**src/verilog/upsc_pkg.sv**
```systemverilog
// Package for the USB / PS2 status and control register bank.
// Assumes one system clock and a plain address/strobe register port.
package upsc_pkg;
  localparam logic [7:0] UPSC_ADDR_STATUS = 8'h1a;
  localparam logic [7:0] UPSC_ADDR_EVENT = 8'h1b;
  localparam logic [7:0] UPSC_ADDR_CLOCK = 8'h1c;
  localparam logic [7:0] UPSC_ADDR_TABLE_READ_HIGH_PTR = 8'h1f;
  localparam int ST_SUSPEND = 0;
  localparam int ST_WAKE = 1;
  localparam int ST_BUS_RESET = 2;
  localparam int ST_RESUME = 3;
  localparam int ST_DATA_IN = 4;
  localparam int ST_CLOCK_IN = 5;
  localparam int ST_DATA_OUT = 6;
  localparam int ST_CLOCK_OUT = 7;
  localparam int EV_EP0 = 0;
  localparam int EV_EP1 = 1;
  localparam int EV_LEGACY = 4;
  localparam int EV_SERIAL = 5;
  localparam int EV_USB_FLAG = 7;
  localparam int CK_ENABLE = 3;
  localparam int CK_DEEP = 4;
  localparam int CK_LEGACY_FLAG = 7;
  localparam logic [7:0] EV_WRITE_MASK = 8'hb3;
  localparam logic [7:0] CK_RESET = 8'h00;
  localparam logic [1:0] KB_OUT_RESET = 2'h3;
  localparam int CLK_HZ = 20000000;
  localparam int IDLE_MS = 3;
  localparam int IDLE_CYCLES = CLK_HZ / 1000 * IDLE_MS;
  typedef struct packed {
    logic [7:0] addr;
    logic [7:0] wdata;
    logic wr;
    logic rd;
  } upsc_bus_t;
  typedef struct packed {
    logic oe;
    logic out;
  } upsc_pin_t;
endpackage : upsc_pkg

```
**src/verilog/upsc_idle_timer.sv**
```systemverilog
// Bus idle timer: flags suspend after the idle limit with no bus activity.
// Assumes activity is a synchronous level from the USB engine.
`timescale 1ns/1ps
`default_nettype none
module upsc_idle_timer #(
  parameter int LIMIT = 60000
) (
  input wire logic sys_clk_in,
  input wire logic rst_n_in,
  input wire logic activity_in,
  output logic idle_out
);
  logic [31:0] cnt_q, cnt_d;
  logic idle_q, idle_d;
  always_comb begin
    cnt_d = cnt_q;
    idle_d = idle_q;
    if (activity_in) begin
      cnt_d = 32'h0;
      idle_d = 1'b0;
    end else if (cnt_q < 32'(LIMIT)) begin
      cnt_d = cnt_q + 32'h1;
    end else begin
      idle_d = 1'b1;
    end
  end
  always_ff @(posedge sys_clk_in or negedge rst_n_in) begin
    if (!rst_n_in) begin
      cnt_q <= 32'h0;
      idle_q <= 1'b0;
    end else begin
      cnt_q <= cnt_d;
      idle_q <= idle_d;
    end
  end
  assign idle_out = idle_q;
endmodule : upsc_idle_timer
`default_nettype wire

```
**src/verilog/upsc_regs.sv**
```systemverilog
// USB / PS2 status and control register bank with line steering.
// Assumes synchronous inputs and a master that never waits.
// Behaviour
// - Suspend status reads at status bit 0.
// - Write-only remote wake at status bit 1.
// - Bus reset flag at status bit 2.
// - Resume event sets status bit 3.
// - Pin outputs from bits 6,7, reset one.
// - Endpoint access sets flag; interrupt if enabled, stack not full.
// - Endpoint flags bits 0,1; block while set.
// - Event bit 4 selects legacy PS2 mode.
// - Event bit 5 selects USB mode.
// - Selectors route lines to PS2 or USB.
// - USB mode flag at event bit 7.
// - Clock bit 3 enables the bus clock.
// - Clock bit 4 deep suspend, blocked in USB.
// - PS2 mode flag at clock bit 7.
// - Table high pointer returns fetched bits 10:8.
// - Idle over 3 ms enters suspend, interrupts.
`timescale 1ns/1ps
`default_nettype none
module upsc_regs #(
  parameter int IDLE_LIMIT = upsc_pkg::IDLE_CYCLES
) (
  input wire logic sys_clk_in,
  input wire logic rst_n_in,
  input wire upsc_pkg::upsc_bus_t bus_in,
  output logic [7:0] rdata_out,
  input wire logic bus_activity_in,
  input wire logic bus_reset_in,
  input wire logic resume_in,
  input wire logic [1:0] ep_access_in,
  input wire logic usb_int_enable_in,
  input wire logic stack_full_in,
  input wire logic table_read_in,
  input wire logic [10:0] table_word_in,
  input wire logic minus_line_in,
  input wire logic plus_line_in,
  input wire upsc_pkg::upsc_pin_t sie_minus_in,
  input wire upsc_pkg::upsc_pin_t sie_plus_in,
  output upsc_pkg::upsc_pin_t minus_line_out,
  output upsc_pkg::upsc_pin_t plus_line_out,
  output logic remote_wake_pulse_out,
  output logic usb_int_out,
  output logic bus_clock_enable_out,
  output logic deep_suspend_out
);
  import upsc_pkg::*;

  function automatic logic hit(input upsc_bus_t b, input logic [7:0] a);
    hit = b.wr && (b.addr == a);
  endfunction : hit

  logic idle;
  logic suspend_q, suspend_d;
  logic wake_q, wake_d;
  logic bus_reset_q, bus_reset_d;
  logic resume_q, resume_d;
  logic [1:0] kb_out_q, kb_out_d;
  logic [7:0] ev_q, ev_d;
  logic [7:0] ck_q, ck_d;
  logic [2:0] table_read_high_ptr_q, table_read_high_ptr_d;
  logic [7:0] rdata_q, rdata_d;
  logic int_q, int_d;
  logic [1:0] ep_set;
  logic legacy_mode, usb_mode;
  logic kb_data_in, kb_clock_in;

  upsc_idle_timer #(.LIMIT(IDLE_LIMIT)) u_idle (
    .sys_clk_in(sys_clk_in),
    .rst_n_in(rst_n_in),
    .activity_in(bus_activity_in),
    .idle_out(idle)
  );

  assign legacy_mode = ev_q[EV_LEGACY] && !ev_q[EV_SERIAL];
  assign usb_mode = ev_q[EV_SERIAL] && !ev_q[EV_LEGACY];
  // Open-drain style: an output bit of 1 releases the line so it can be read.
  assign kb_data_in = minus_line_in & kb_out_q[0];
  assign kb_clock_in = plus_line_in & kb_out_q[1];

  always_comb begin
    minus_line_out = '0;
    plus_line_out = '0;
    if (usb_mode) begin
      minus_line_out = sie_minus_in;
      plus_line_out = sie_plus_in;
    end else if (legacy_mode) begin
      minus_line_out = '{oe: !kb_out_q[0], out: 1'b0};
      plus_line_out = '{oe: !kb_out_q[1], out: 1'b0};
    end
  end

  always_comb begin
    // An endpoint access is ignored while its flag is still set.
    ep_set = ep_access_in & ~ev_q[1:0];
    suspend_d = idle;
    wake_d = 1'b0;
    bus_reset_d = bus_reset_q;
    resume_d = resume_q;
    kb_out_d = kb_out_q;
    ev_d = ev_q;
    ck_d = ck_q;
    table_read_high_ptr_d = table_read_high_ptr_q;
    if (hit(bus_in, UPSC_ADDR_STATUS)) begin
      wake_d = bus_in.wdata[ST_WAKE];
      bus_reset_d = bus_in.wdata[ST_BUS_RESET];
      kb_out_d = {bus_in.wdata[ST_CLOCK_OUT], bus_in.wdata[ST_DATA_OUT]};
    end
    if (hit(bus_in, UPSC_ADDR_EVENT)) begin
      ev_d = bus_in.wdata & EV_WRITE_MASK;
    end
    if (hit(bus_in, UPSC_ADDR_CLOCK)) begin
      ck_d = bus_in.wdata;
    end
    if (usb_mode) begin
      ck_d[CK_DEEP] = 1'b0;
    end
    if (bus_reset_in) begin
      bus_reset_d = 1'b1;
    end
    if (resume_in) begin
      resume_d = 1'b1;
    end else if (!suspend_q) begin
      resume_d = 1'b0;
    end
    ev_d[1:0] = ev_d[1:0] | ep_set;
    if (table_read_in) begin
      table_read_high_ptr_d = table_word_in[10:8];
    end
    int_d = (usb_int_enable_in && !stack_full_in && |ep_set)
      || (idle && !suspend_q) || (!idle && suspend_q) || resume_in;
    rdata_d = 8'h00;
    if (bus_in.rd) begin
      case (bus_in.addr)
        UPSC_ADDR_STATUS: rdata_d = {2'b00, kb_clock_in, kb_data_in, resume_q,
          bus_reset_q, 1'b0, suspend_q};
        UPSC_ADDR_EVENT: rdata_d = ev_q;
        UPSC_ADDR_CLOCK: rdata_d = ck_q;
        UPSC_ADDR_TABLE_READ_HIGH_PTR: rdata_d = {5'h00, table_read_high_ptr_q};
        default: rdata_d = 8'h00;
      endcase
    end
  end

  always_ff @(posedge sys_clk_in or negedge rst_n_in) begin
    if (!rst_n_in) begin
      suspend_q <= 1'b0;
      wake_q <= 1'b0;
      bus_reset_q <= 1'b0;
      resume_q <= 1'b0;
      kb_out_q <= KB_OUT_RESET;
      ev_q <= 8'h00;
      ck_q <= CK_RESET;
      table_read_high_ptr_q <= 3'h0;
      rdata_q <= 8'h00;
      int_q <= 1'b0;
    end else begin
      suspend_q <= suspend_d;
      wake_q <= wake_d;
      bus_reset_q <= bus_reset_d;
      resume_q <= resume_d;
      kb_out_q <= kb_out_d;
      ev_q <= ev_d;
      ck_q <= ck_d;
      table_read_high_ptr_q <= table_read_high_ptr_d;
      rdata_q <= rdata_d;
      int_q <= int_d;
    end
  end

  assign rdata_out = rdata_q;
  assign remote_wake_pulse_out = wake_q;
  assign usb_int_out = int_q;
  assign bus_clock_enable_out = ck_q[CK_ENABLE];
  assign deep_suspend_out = ck_q[CK_DEEP];

  // Independent count of quiet bus cycles, kept so that the idle limit can be checked.
  logic [31:0] quiet_q, quiet_d;
  always_comb begin
    quiet_d = quiet_q;
    if (bus_activity_in) begin
      quiet_d = 32'h0;
    end else if (quiet_q <= 32'(IDLE_LIMIT)) begin
      quiet_d = quiet_q + 32'h1;
    end
  end
  always_ff @(posedge sys_clk_in or negedge rst_n_in) begin
    if (!rst_n_in) begin
      quiet_q <= 32'h0;
    end else begin
      quiet_q <= quiet_d;
    end
  end
endmodule : upsc_regs
`default_nettype wire

```
**config.mk**
```make
export PLATFORM = sky130hd
export DESIGN_NAME = upsc_regs
export DESIGN_NICKNAME = d
export VERILOG_FILES = /design/src/verilog/upsc_pkg.sv /design/src/verilog/upsc_idle_timer.sv /design/src/verilog/upsc_regs.sv
export SDC_FILE = /design/constraint.sdc
export NUM_CORES = 1
export LEC_CHECK = 0
export BUFFER_PORTS_ARGS = -buffer_cell sky130_fd_sc_hd__buf_2
export CORE_ASPECT_RATIO = 0.9
export CORE_MARGIN = 3
export CORE_UTILIZATION = 48
export CTS_CLUSTER_SIZE = 28
export DETAILED_ROUTE_END_ITERATION = 6
export GPL_ROUTABILITY_DRIVEN = 1
export PLACE_DENSITY = 0.72
export SKIP_CTS_REPAIR_TIMING = 1
export SYNTH_ARGS = -nofsm -noshare
export SYNTH_HDL_FRONTEND = slang
export SYNTH_SLANG_ARGS = --single-unit
```
**constraint.sdc**
```tcl
create_clock -name sys_clk_in -period 1.7 [get_ports sys_clk_in]
set_input_delay 0.085 -clock sys_clk_in [delete_from_list [all_inputs] [get_ports sys_clk_in]]
set_output_delay 0.085 -clock sys_clk_in [all_outputs]
set_load 0.005 [all_outputs]
```
==> impl_summary.txt <==
----------------------------------------------------
[Logic synthesis]
  Gate Count Post-Synth ... between 200 and 250
  Leading cell type by number of instances after synthesis ... sky130_fd_sc_hd__dfrtp_1
  Synthesized net count ... 292
  Post-synth cell types ... 42
  Mean cell area of the mapped netlist ... 11.5 um^2
  Sequential share of the synthesized area ... 0.568
  Primary flip-flop cell chosen by synthesis mapping ... sky130_fd_sc_hd__dfrtp_1
  Post-synth EDFFs ... 0
  Warning count from the yosys run ... 0
  Most used standard cells in the synthesized netlist ... sky130_fd_sc_hd__dfrtp_1, sky130_fd_sc_hd__nor2_1, sky130_fd_sc_hd__nor2b_1, sky130_fd_sc_hd__mux2_2, sky130_fd_sc_hd__nand2_1
  Post-synthesis sequential element count ... between 60 and 70
  Post-synthesis cell type with the largest combined area ... sky130_fd_sc_hd__dfrtp_1
  Top cell type's share of synthesized area ... 0.549
  Share of synthesized registers carrying an async set or reset ... 1.00
  Largest cells by area after synthesis ... sky130_fd_sc_hd__dfrtp_1, sky130_fd_sc_hd__mux2_2, sky130_fd_sc_hd__nor2b_1
  Area of the mapped netlist ... 2820 um^2

[Layout]
  Nets ... 382
  Filler Cell Count ... 405
  Final antenna diode count ... 0
  Multi-input logic area ... 1230 um^2
  Area of all sequential standard cells ... 1600 um^2
  Utilization after layout ... 0.683
  Proportion of layout cells with a drive suffix above 1 ... 0.381
  Layout overhead on the synthesized area ... 32.5%

[Floorplan]
  Count of pins on the block boundary ... 61
  Die X-Extent ... 86.9 um
  Placement row count ... 25
  Core footprint ... 5470 um^2
  Effective utilization at floorplan ... 0.516
  Area of the die ... 6840 um^2
  Die height ... 78.8 um

[Run status]
  Result of the run ... finished, violations left
  Violations in the final reports ... negative hold slack, negative setup slack

[Timing]
  Fin. max-slew vios ... 0
  Remaining max-slew budget at the tightest pin ... 0.642
  Final critical-path required period ... 1.84 ns
  Highest clock rate ... between 0.5 and 0.6 GHz
  Endpoints failing setup ... 10
  Fin. Hold Viols ... 2
  Setup repair after global routing missed its margin ... true
  Smallest setup slack after layout ... -0.137 ns
  Transition at the pin with the smallest max-transition slack ... 0.537 ns
  Worst Hold Margin ... -0.0133 ns
  Tcrit/Tclk final ... 1.08
  Largest clock skew in the final design ... roughly 0.007 ns

[Clocking]
  Sinks on the clock net ... 64
  Latest clock arrival within the worst-skew pair ... 0.34 ns
  CTS Buffer Depth ... 2
  CTS H-tree depth ... 3
  CTS root buffer ... sky130_fd_sc_hd__clkbuf_8
  Clock Pin Slew Worst Setup and Hold Paths ... 0.07 ns
  Clock buffers created by TritonCTS ... 9
  CTS tree ... built

[Power and ir drop]
  Final Power ... 3340 uW
  Reported leakage power ... 0.00179 uW
  Maximum ir drop on the vdd rail ... about 0.00065 V
  PwrDens ... roughly 900 nW/um^2

[Route]
  Vias ... about 2200
  Routed via count divided by cell count ... 5.33
  DRC marker count from the first detailed-route iteration ... just under 90
  Remaining design rule violation count ... 0
  DRT Pass-1 Iters ... 4
  Per-cell routed wire length ... 14.9 um
  Count of nets left with antenna violations after detail routing ... 0
  Detailed Route WL ... 6.06 mm

[Global route]
  Number of global-route vias before repair ... 2080
  Largest net degree at the start of global routing ... 26
  Remaining global-route overflow ... 0
  Wire length of the first global-routing pass ... 9.68 mm
  Antenna violations before repair ... 0
  GRT Resource Usage Total ... 0.186

[Min path]
  Worst min path class ... input port to register

[Run]
  Number of max-cap violations ... 0

[Placement]
  Gp weighted congestion ... 0.912
  Number of I/O port buffers ... 52
  Estimated wirelength of the detail-placed design ... 4.33 mm

[Critical path]
  Worst Path Required ... 1.97 ns
  Crit Path Category ... register to register
  Critical path launch point type ... register
  Largest fanout on the critical path ... 4
  Critical path endpoint category ... register
  Arrival @ worst endpoint ... 2.11 ns

----------------------------------------------------
[worst paths after layout]
kind / from / endpoint / slack [ns] / cells after the start
setup / recovery: u_idle.cnt_q[24]$_DFFE_PN0P_ / u_idle.cnt_q[10]$_DFFE_PN0P_ / -0.14 / 6
hold / removal: ep_access_in[0] / ev_q[0]$_DFF_PN0_ / -0.01 / 3
setup reg to reg: u_idle.cnt_q[24]$_DFFE_PN0P_ / u_idle.cnt_q[10]$_DFFE_PN0P_ / -0.14 / 6
hold reg to reg: u_idle.idle_out$_DFFE_PN0P_ / suspend_q$_DFF_PN0_ / 0.49 / 0
max in group asynchronous: rst_n_in / u_idle.cnt_q[3]$_DFFE_PN0P_ / 0.84 / 3
min in group asynchronous: rst_n_in / ev_q[1]$_DFF_PN0_ / 0.25 / 2
[where the power goes]
part	switching, uW	total [uW]	leakage, uW	internal (uW)
registers	22.8	1580	0.000857	1560
clock network	578	1520	0.000115	945
logic	121	236	0.000815	116
[sequential cells by signal (all words and copies together), names as in the netlist]
signal / count
table_read_high_ptr_q: 3
u_idle.idle_out: 1
kb_out_q: 2
ck_q: 8
u_idle.cnt_q: 32
ev_q: 5
bus_reset_q: 1
suspend_q: 1
resume_q: 1
remote_wake_pulse_out: 1
usb_int_out: 1
rdata_out: 8
[cell families after synthesis]
family	after synthesis	share of synthesized area
muxes	24	0.0939
xor gates and xnor gates	7	0.0217
AOI/OAI and AO/OA	38	0.102
adders and majority gates	1	0.00443
and+or+nand+nor	98	0.190
buffers and inverters	14	0.0199
DFF	64	0.568
[metal layers]
metal  track usage  share of wire
met4        0.0872          0.023
met3        0.0633          0.063
met5             0              0
met1         0.262           0.47
met2         0.256           0.45
[cell type report]
| type | instances | area share |
|---|---|---|
| well taps | 67 | 0.0224 |
| repair buffers | 86 | 0.148 |
| clock inverters | 4 | 0.0201 |
| flip-flops and latches | 64 | 0.429 |
| clock buffers | 12 | 0.0441 |
| inverters | 7 | 0.00702 |
| multi-input cells | 168 | 0.330 |
[metrics by stage]
stage	hold WS (ns)	instance area, um^2	setup slack [ns]	TNS (ns)	cells
6_report	-0.0133	3740	-0.137	-0.684	408
5_1_grt	0.0122	3740	-0.240	-2.09	408
4_1_cts	-0.274	3540	-0.199	-1.73	394
3_5_place_dp	0.0974	3300	-0.183	-1.49	378
3_3_place_gp	0.0966	3300	-0.163	-1.37	378
2_1_floorplan	-0.211	2840	-0.0441	-0.129	246
[critical path, stage by stage, from the launching register on]
cell                       delay (ns)
sky130_fd_sc_hd__dfrtp_1         0.39
sky130_fd_sc_hd__nor4_2          0.29
sky130_fd_sc_hd__and4_4          0.29
sky130_fd_sc_hd__buf_6           0.11
sky130_fd_sc_hd__o211ai_1        0.15
sky130_fd_sc_hd__or3_1           0.42
sky130_fd_sc_hd__a21oi_2         0.12
[cells in the final DEF, fill, tap and decap left out, types with 5 or more instances in the layout]
cell                             n
sky130_fd_sc_hd__buf_2          52
sky130_fd_sc_hd__buf_4          20
sky130_fd_sc_hd__nand3_1         7
sky130_fd_sc_hd__a22o_1          5
sky130_fd_sc_hd__xor2_1          7
sky130_fd_sc_hd__nor2b_1        21
sky130_fd_sc_hd__dlygate4sd3_1  12
sky130_fd_sc_hd__o211ai_1        5
sky130_fd_sc_hd__a21oi_1         5
sky130_fd_sc_hd__dfrtp_1        62
sky130_fd_sc_hd__and3_1          6
sky130_fd_sc_hd__clkbuf_8       12
sky130_fd_sc_hd__inv_1           7
sky130_fd_sc_hd__nor2_1         23
sky130_fd_sc_hd__mux2_2         17
sky130_fd_sc_hd__nand2_1        10
(Power assumes the default switching activity.)
